<file path="config.mk">
export PLATFORM = sky130hd
export DESIGN_NAME = sws_status
export DESIGN_NICKNAME = d
export VERILOG_FILES = /design/src/verilog/sws_pkg.sv /design/src/verilog/sws_sync3.sv /design/src/verilog/sws_apb_port.sv /design/src/verilog/sws_status.sv
export SDC_FILE = /design/constraint.sdc
export NUM_CORES = 1
export LEC_CHECK = 0
export BUFFER_PORTS_ARGS = -buffer_cell sky130_fd_sc_hd__buf_2
export CORE_MARGIN = 2
export CORE_UTILIZATION = 25
export DETAILED_ROUTE_END_ITERATION = 10
export HOLD_SLACK_MARGIN = 0.05
export SLEW_MARGIN = 20
export SYNTH_ARGS = -nofsm -noshare
export SYNTH_HDL_FRONTEND = slang
export SYNTH_SLANG_ARGS = --single-unit
export TNS_END_PERCENT = 20
</file>
<file path="constraint.sdc">
create_clock -name pclk -period 2.2 [get_ports pclk]
set_clock_uncertainty 0.2 [all_clocks]
set_input_delay 0.44 -clock pclk [delete_from_list [all_inputs] [get_ports pclk]]
set_output_delay 0.44 -clock pclk [all_outputs]
set_load 0.1 [all_outputs]
</file>
<file path="src/verilog/sws_pkg.sv">
// Purpose: Constants for the switch status register block.
// Assumes: Registers are reached over APB with 32-bit data.
// Notes:   Offsets are byte addresses; every field position lives here.
//
// Overview of operation
// RULE1: Mode straps read at bits 3:0.
// RULE2: Board keeps straps static after reset release.
// RULE3: Downstream common-clock strap latched at bit 5.
// RULE4: Upstream common-clock strap latched at bit 6.
// RULE5: SMBus slow-mode strap latched at bit 7.
// RULE6: Reference-clock mode strap latched at bit 8.
// RULE7: Reset-halt strap latched at bit 9.
// RULE8: Four merge straps latched at bits 15:12.
// RULE9: Two-bit base spec mode at bits 11:10.
// RULE10: Mode field writable only while unlocked.
// RULE11: Upstream lock owner read at bits 22:20.
// RULE12: Marker 31:28 cleared by fundamental reset only.
// RULE13: Reserved bits read zero; read-only writes ignored.
package sws_pkg;

    localparam logic [11:0] SWS_STATUS_OFFSET = 12'h400;
    localparam int          SWS_DATA_W        = 32;

    localparam int SWS_MODE_LSB   = 0;
    localparam int SWS_MODE_W     = 4;
    localparam int SWS_CCDS_BIT   = 5;
    localparam int SWS_CCUS_BIT   = 6;
    localparam int SWS_SMBS_BIT   = 7;
    localparam int SWS_REFCK_BIT  = 8;
    localparam int SWS_HALT_BIT   = 9;
    localparam int SWS_BSM_LSB    = 10;
    localparam int SWS_BSM_W      = 2;
    localparam int SWS_MERGE_LSB  = 12;
    localparam int SWS_MERGE_W    = 4;
    localparam int SWS_LOCK_LSB   = 20;
    localparam int SWS_LOCK_W     = 3;
    localparam int SWS_MARK_LSB   = 28;
    localparam int SWS_MARK_W     = 4;

    localparam logic [31:0] SWS_RSV_MASK = 32'h0F8F_0010;

    localparam logic [3:0]  SWS_MODE_NORMAL    = 4'h0;
    localparam logic [3:0]  SWS_MODE_EEPROM    = 4'h1;
    localparam logic [1:0]  SWS_BSM_V1P1       = 2'h1;
    localparam logic [1:0]  SWS_BSM_RESET      = 2'h1;
    localparam logic [3:0]  SWS_MARK_RESET     = 4'h0;
    localparam logic [3:0]  SWS_MERGE_RESET    = 4'h0;
    localparam logic [3:0]  SWS_MODE_RESET     = 4'h0;
    localparam logic [2:0]  SWS_LOCK_UNLOCKED  = 3'h0;

    localparam int SWS_STRAP_W    = 13;
    localparam int SWS_SYNC_W     = SWS_STRAP_W + 1;
    localparam logic [SWS_SYNC_W-1:0] SWS_SYNC_RESET = 14'h0000;

endpackage

</file>
<file path="src/verilog/sws_sync3.sv">
// Purpose: Three-stage synchroniser with an agreement filter per bit.
// Assumes: Inputs are asynchronous pins.
// Notes:   The output only moves once stages two and three agree.
`timescale 1ns/1ps
module sws_sync3 #(
    parameter int              WIDTH   = 1,
    parameter logic [WIDTH-1:0] RST_VAL = '0
) (
    input  wire logic             pclk,
    input  wire logic             presetn,
    input  wire logic [WIDTH-1:0] pin_in,
    output logic      [WIDTH-1:0] level_out
);
    logic [WIDTH-1:0] s1_r;
    logic [WIDTH-1:0] s2_r;
    logic [WIDTH-1:0] s3_r;
    logic [WIDTH-1:0] level_nxt;

    initial begin
        if (WIDTH < 1) $error("sws_sync3: WIDTH must be at least 1");
    end

    // A bit that still disagrees between stages keeps its old value.
    assign level_nxt = (s2_r & s3_r) | (level_out & (s2_r ^ s3_r));

    always_ff @(posedge pclk or negedge presetn) begin
        if (!presetn) begin
            s1_r      <= RST_VAL;
            s2_r      <= RST_VAL;
            s3_r      <= RST_VAL;
            level_out <= RST_VAL;
        end else begin
            s1_r      <= pin_in;
            s2_r      <= s1_r;
            s3_r      <= s2_r;
            level_out <= level_nxt;
        end
    end
endmodule // sws_sync3

</file>
<file path="src/verilog/sws_apb_port.sv">
// Purpose: APB slave front end: decode, strobes and error answer.
// Assumes: One register word at a fixed byte offset.
// Notes:   Zero wait states; the error flag is set up in the setup cycle.
`timescale 1ns/1ps
module sws_apb_port #(
    parameter int          ADDR_W = 12,
    parameter logic [ADDR_W-1:0] OFFSET = '0
) (
    input  wire logic              pclk,
    input  wire logic              presetn,
    input  wire logic              psel,
    input  wire logic              penable,
    input  wire logic              pwrite,
    input  wire logic [ADDR_W-1:0] paddr,
    output logic                   pready,
    output logic                   pslverr,
    output logic                   setup_rd,
    output logic                   commit_wr,
    output logic                   hit
);
    logic setup;

    initial begin
        if (ADDR_W < 11) $error("sws_apb_port: ADDR_W too small for offset");
    end

    assign hit       = (paddr[ADDR_W-1:2] == OFFSET[ADDR_W-1:2]);
    assign setup     = psel & ~penable;
    assign setup_rd  = setup & ~pwrite;
    assign pready    = 1'b1;
    assign commit_wr = psel & penable & pwrite & hit;

    always_ff @(posedge pclk or negedge presetn) begin
        if (!presetn) begin
            pslverr <= 1'b0;
        end else if (setup) begin
            pslverr <= ~hit;
        end
    end
endmodule // sws_apb_port

</file>
<file path="src/verilog/sws_status.sv">
// Purpose: Switch status register: latched straps, mode, lock owner, marker.
// Assumes: Straps and the fundamental reset pin are asynchronous to pclk.
// Notes:   Lock owner, unlock control and hot reset come from pclk logic.
//
// Decided for this implementation: register access over APB.
`timescale 1ns/1ps
module sws_status
    import sws_pkg::*;
#(
    parameter int ADDR_W = 12
) (
    input  wire logic                    pclk,
    input  wire logic                    presetn,
    input  wire logic                    psel,
    input  wire logic                    penable,
    input  wire logic                    pwrite,
    input  wire logic [ADDR_W-1:0]       paddr,
    input  wire logic [31:0]             pwdata,
    output logic      [31:0]             prdata,
    output logic                         pready,
    output logic                         pslverr,
    input  wire logic                    fundamental_reset_input_n,
    input  wire logic                    hot_reset,
    input  wire logic [3:0]              operating_mode_straps,
    input  wire logic                    common_clock_downstream,
    input  wire logic                    common_clock_upstream,
    input  wire logic                    master_smbus_slow_select,
    input  wire logic                    ref_clock_mode_select,
    input  wire logic                    hold_in_reset_strap,
    input  wire logic                    merge_ports_zero_one,
    input  wire logic                    merge_ports_two_three,
    input  wire logic                    merge_ports_four_five,
    input  wire logic                    merge_ports_six_seven,
    input  wire logic                    write_unlock_control,
    input  wire logic [2:0]              upstream_lock_state,
    output logic      [3:0]              operating_mode,
    output logic      [1:0]              base_spec_mode,
    output logic                         fundamental_reset_active
);
    import sws_pkg::*;

    initial begin
        if (ADDR_W < 11 || ADDR_W > 32) $error("sws_status: ADDR_W out of range");
    end

    logic [SWS_SYNC_W-1:0]   pins_raw;
    logic [SWS_SYNC_W-1:0]   pins_sync;
    logic                    fund_active;
    logic                    setup_rd;
    logic                    commit_wr;
    logic                    hit;

    logic [SWS_MODE_W-1:0]   mode_r;
    logic                    ccds_r;
    logic                    ccus_r;
    logic                    smbs_r;
    logic                    refck_r;
    logic                    halt_r;
    logic [SWS_MERGE_W-1:0]  merge_r;
    logic [SWS_BSM_W-1:0]    bsm_r;
    logic [SWS_BSM_W-1:0]    bsm_nxt;
    logic [SWS_MARK_W-1:0]   mark_r;
    logic [SWS_MARK_W-1:0]   mark_nxt;
    logic [31:0]             prdata_r;
    logic [31:0]             status_word;
    logic [31:0]             rd_nxt;
    logic                    bsm_wr_ok;

    // Packs the visible fields; every bit not named stays zero.
    function automatic logic [31:0] pack_status(
        input logic [3:0] mode,
        input logic       ccds,
        input logic       ccus,
        input logic       smbs,
        input logic       refck,
        input logic       halt,
        input logic [1:0] bsm,
        input logic [3:0] merge,
        input logic [2:0] lock,
        input logic [3:0] mark
    );
        logic [31:0] w;
        w = 32'h0000_0000;
        w[SWS_MODE_LSB +: SWS_MODE_W]   = mode;
        w[SWS_CCDS_BIT]                 = ccds;
        w[SWS_CCUS_BIT]                 = ccus;
        w[SWS_SMBS_BIT]                 = smbs;
        w[SWS_REFCK_BIT]                = refck;
        w[SWS_HALT_BIT]                 = halt;
        w[SWS_BSM_LSB +: SWS_BSM_W]     = bsm;
        w[SWS_MERGE_LSB +: SWS_MERGE_W] = merge;
        w[SWS_LOCK_LSB +: SWS_LOCK_W]   = lock;
        w[SWS_MARK_LSB +: SWS_MARK_W]   = mark;
        return w;
    endfunction

    // Merge straps are packed with pair 0/1 in the lowest bit.
    assign pins_raw = {fundamental_reset_input_n,
                       merge_ports_six_seven, merge_ports_four_five,
                       merge_ports_two_three, merge_ports_zero_one,
                       hold_in_reset_strap, ref_clock_mode_select,
                       master_smbus_slow_select, common_clock_upstream,
                       common_clock_downstream, operating_mode_straps};

    sws_sync3 #(
        .WIDTH   (SWS_SYNC_W),
        .RST_VAL (SWS_SYNC_RESET)
    ) u_sync (
        .pclk      (pclk),
        .presetn   (presetn),
        .pin_in    (pins_raw),
        .level_out (pins_sync)
    );

    sws_apb_port #(
        .ADDR_W (ADDR_W),
        .OFFSET (ADDR_W'(SWS_STATUS_OFFSET))
    ) u_apb (
        .pclk      (pclk),
        .presetn   (presetn),
        .psel      (psel),
        .penable   (penable),
        .pwrite    (pwrite),
        .paddr     (paddr),
        .pready    (pready),
        .pslverr   (pslverr),
        .setup_rd  (setup_rd),
        .commit_wr (commit_wr),
        .hit       (hit)
    );

    // The sync resets low, so the block counts as in fundamental reset until
    // the pin has been seen high; straps are then caught on every edge.
    assign fund_active = ~pins_sync[SWS_SYNC_W-1];

    // Straps are sampled every cycle of fundamental reset and frozen after.
    always_ff @(posedge pclk or negedge presetn) begin
        if (!presetn) begin
            mode_r  <= SWS_MODE_RESET;
            ccds_r  <= 1'b0;
            ccus_r  <= 1'b0;
            smbs_r  <= 1'b0;
            refck_r <= 1'b0;
            halt_r  <= 1'b0;
            merge_r <= SWS_MERGE_RESET;
        end else if (fund_active) begin
            mode_r  <= pins_sync[3:0];  // RULE1
            ccds_r  <= pins_sync[4];    // RULE3
            ccus_r  <= pins_sync[5];    // RULE4
            smbs_r  <= pins_sync[6];    // RULE5
            refck_r <= pins_sync[7];    // RULE6
            halt_r  <= pins_sync[8];    // RULE7
            merge_r <= pins_sync[12:9]; // RULE8
        end
    end

    // The mode field follows writes only while the unlock control is set.
    assign bsm_wr_ok = commit_wr & write_unlock_control; // RULE10
    assign bsm_nxt   = fund_active ? SWS_BSM_RESET :
                       bsm_wr_ok   ? pwdata[SWS_BSM_LSB +: SWS_BSM_W] : bsm_r; // RULE9

    // Hot reset is deliberately absent here so the marker survives it.
    assign mark_nxt  = fund_active ? SWS_MARK_RESET :
                       commit_wr   ? pwdata[SWS_MARK_LSB +: SWS_MARK_W] : mark_r; // RULE12

    always_ff @(posedge pclk or negedge presetn) begin
        if (!presetn) begin
            bsm_r  <= SWS_BSM_RESET;
            mark_r <= SWS_MARK_RESET;
        end else begin
            bsm_r  <= bsm_nxt;
            mark_r <= mark_nxt;
        end
    end

    assign status_word = pack_status(mode_r, ccds_r, ccus_r, smbs_r, refck_r, halt_r,
                                     bsm_r, merge_r, upstream_lock_state, mark_r); // RULE11
    assign rd_nxt      = hit ? status_word : 32'h0000_0000; // RULE13

    // Read data is set up in the setup cycle so it comes from a flop.
    always_ff @(posedge pclk or negedge presetn) begin
        if (!presetn) begin
            prdata_r <= 32'h0000_0000;
        end else if (setup_rd) begin
            prdata_r <= rd_nxt;
        end
    end

    assign prdata                   = prdata_r;
    assign operating_mode           = mode_r;
    assign base_spec_mode           = bsm_r;
    assign fundamental_reset_active = fund_active;
endmodule // sws_status

</file>
==> flow_metrics.tcl <==
set metrics [dict create \
    status "complete, no violations" \
    drtIter0Drc 59 \
    setup_total_negative_slack_ns 0 \
    met1_length_mm 2.95 \
    clk_path_buf_depth 2 \
    setup.worst_path.start "base_spec_mode[0]$_DFFE_PN1P_" \
    pin_count 109 \
    clockPowerShare 0.376 \
    p_int_mw 2.87 \
    cp.depth 1 \
    grt_start_max_net_pins 52 \
    max_freq_ghz 0.511 \
    met3_length_um 489 \
    cts_buffers 9 \
    cp_cell_sequence "buf_2" \
    die_h_um 123 \
    yosysWarnings 0 \
    final_common_cell "dfrtp_1" \
    crit_buf_inv 1 \
    portBuffers 68 \
    ant_nets 0 \
    place_ws_ns 0.0258 \
    dp_hpwl_mm 4.59 \
    area_delta_synth_final_pct 28.4 \
    cap_violations 0 \
    clk_latency_ns 0.35 \
    place_congestion 0.679 \
    n_antenna_cell 0 \
    cts.repair.resized 0 \
    postSynthCellCount 258 \
    worstSetupEndpoint "base_spec_mode[0]" \
    grt_overflow 0 \
    critPathMaxFanout 3 \
    reg2reg_from "u_sync.level_out[13]$_DFF_PN0_" \
    ys_seq_elements 98 \
    rows 43 \
    swShare 0.271 \
    placedCellCount 503 \
    setup_slack_ns 0.244 \
    cp_data_arrival_time_ns 1.32 \
    total_power_mw 3.93 \
    timing.final.crit_share 0.889 \
    most-common-layout-cells "97 x dfrtp_1, 67 x buf_2, 54 x nand2_1" \
    wirelength_mm 6.61 \
    fin_cells 534 \
    drc_errors 0 \
    vdd_ir_drop_max_mv 0.289 \
    rr_worst_depth 2 \
    root_buffer "clkbuf_16" \
    path_clk_slew_ns 0.06 \
    syn_avg_cell_area_um2 13.7 \
    setup_violations 0 \
    vias_per_cell 4.00 \
    p_switching_mw 1.07 \
    synth-seq-area-share 0.694 \
    min_path_type "input port to register" \
    coreArea_mm2 0.0138 \
    grt_antenna_before_repair 0 \
    h-tree-depth 3 \
    final_nets 431 \
    maxSlewViolCount 0 \
    fin_crit_ns 1.96 \
    synth_area_mm2 0.00353 \
    critical_path_class "register to output port" \
    wl_met2_mm 3.10 \
    grt.total_usage 0.0982 \
    hold_viol_final 0 \
    num_vias 2138 \
    pwr-share-seq 0.502 \
    grt_pass1_wl_mm 11.0 \
    cts_setup_buffers 0 \
    highest_layer "met4" \
    worst_ep_required_time_ns 1.56 \
    pwr-share-comb 0.122 \
    timing.rr.end "merge_r[0]$_DFFE_PN0N_" \
    die_x_um 123 \
    reg2reg_slack_ns 0.92 \
    dr.pass1.iters 5 \
    start_kind "register" \
    whs_ns 0.121 \
    worst_pin_slew_ns 0.514 \
    cts_tree "built" \
    p_leak_nw 2.20 \
    cp_slowest_cell "dfstp_2" \
    rsz0062_at_grt "no" \
    critPathMaxStageDelay_ns 0.55 \
    crit_path_end_kind "output port" \
    ctsHoldBuffers 15 \
    ys_types 29 \
    wl_per_cell_um 12.4 \
    drive_gt1_frac 0.328 \
    clock_sinks 98 \
    path_delay_family "flip-flops" \
    grt_pass1_vias 2230 \
    initial_core_util 0.256 \
    die_area_mm2 0.0151 \
    n_fill_cell 1399 \
    p_per_area_mw_per_mm2 866 \
    relSlewSlack 0.658 \
]
[stage by stage]
stage | instance area [um2] | utilization
floorplan | 3570 | -
global placement | 4110 | 0.297
detailed placement | 4110 | 0.297
CTS | 4540 | 0.328
global route | 4540 | 0.328
finish | 4540 | 0.328
[power by group through the flow]
stage / Clock (mW) / Sequential [mW] / Combinational, mW
floorplan: 0 / 2.10 / 0.242
global placement: 0 / 2.00 / 0.465
detailed placement: 0 / 2.01 / 0.471
CTS: 1.54 / 1.98 / 0.493
global route: 1.63 / 1.99 / 0.528
finish: 1.48 / 1.97 / 0.482
[worst min-delay path by stage]
stage	from	endpoint	slack [ns]	cells after the start
2_1_floorplan	presetn	base_spec_mode[1]$_DFFE_PN0P_	-0.06	0
3_3_place_gp	u_sync.s1_r[11]$_DFF_PN0_	u_sync.s2_r[11]$_DFF_PN0_	0.13	0
3_5_place_dp	u_sync.s1_r[2]$_DFF_PN0_	u_sync.s2_r[2]$_DFF_PN0_	0.14	0
4_1_cts	upstream_lock_state[2]	prdata[22]$_DFFE_PN0P_	0.11	3
5_1_grt	upstream_lock_state[2]	prdata[22]$_DFFE_PN0P_	0.13	3
6_report	upstream_lock_state[2]	prdata[22]$_DFFE_PN0P_	0.12	3
[registers in the layout (all words and copies together) (netlist names), 2 cells and up]
signal,flops
base_spec_mode,2
u_sync.s2_r,14
merge_r,4
prdata,22
u_sync.s3_r,14
mark_r,4
u_sync.s1_r,14
u_sync.level_out,14
operating_mode,4
[layer usage]
layer	global-route usage	up-vias
met2	0.153	63
met4	0.0388	0
li1	-	1020
met5	0	-
met3	0.0460	7
met1	0.117	1048
[cell usage after synthesis]
cell type  count  share of area
nor2b_1        1         0.0018
or2_2          1         0.0018
nand3_1        1         0.0014
mux2i_1        5          0.014
o21ai_0        2         0.0028
nand2_1       54          0.057
o21ai_1       17          0.024
buf_1          1         0.0011
conb_1         2         0.0021
ha_1          14          0.050
buf_4         11          0.023
or4_4          1         0.0032
or3b_2         1         0.0025
a21o_1        14          0.030
nor3b_1        1         0.0021
or3_4          1         0.0032
dfstp_2        1         0.0074
dfrtp_1       97           0.69
clkbuf_1       6         0.0064
nor4_4         1         0.0060
buf_6          2         0.0064
nand4_1        1         0.0018
o41ai_1        1         0.0025
inv_1          2         0.0021
o21ai_2        3         0.0074
nor4_1         1         0.0018
o311ai_1       1         0.0025
mux2_2        14          0.045
or4b_4         1         0.0039
[kinds of logic after synthesis]
| logic type | after synthesis | synth area share |
|---|---|---|
| compound gates | 38 | 0.0691 |
| buf+inv | 22 | 0.0393 |
| other cells | 2 | 0.00213 |
| flops | 98 | 0.694 |
| simple gates | 65 | 0.0868 |
| fa+ha+maj | 14 | 0.0496 |
| mux | 19 | 0.0588 |
[final cells by class]
cell class	instances	area (um2)	share of cell area
clock inverters	5	38.8	0.00855
repair buffers	91	591	0.130
multi-input cells	147	980	0.216
clock buffers	11	243	0.0535
inverters	2	7.51	0.00165
flip-flops and latches	98	2450	0.541
well taps	180	225	0.0496
[worst min-delay path, stage by stage]
cell and delay [ns]:
buf_2 0.09, nand2_1 0.04, o21ai_1 0.05
Power figures use the tool's default switching activity.
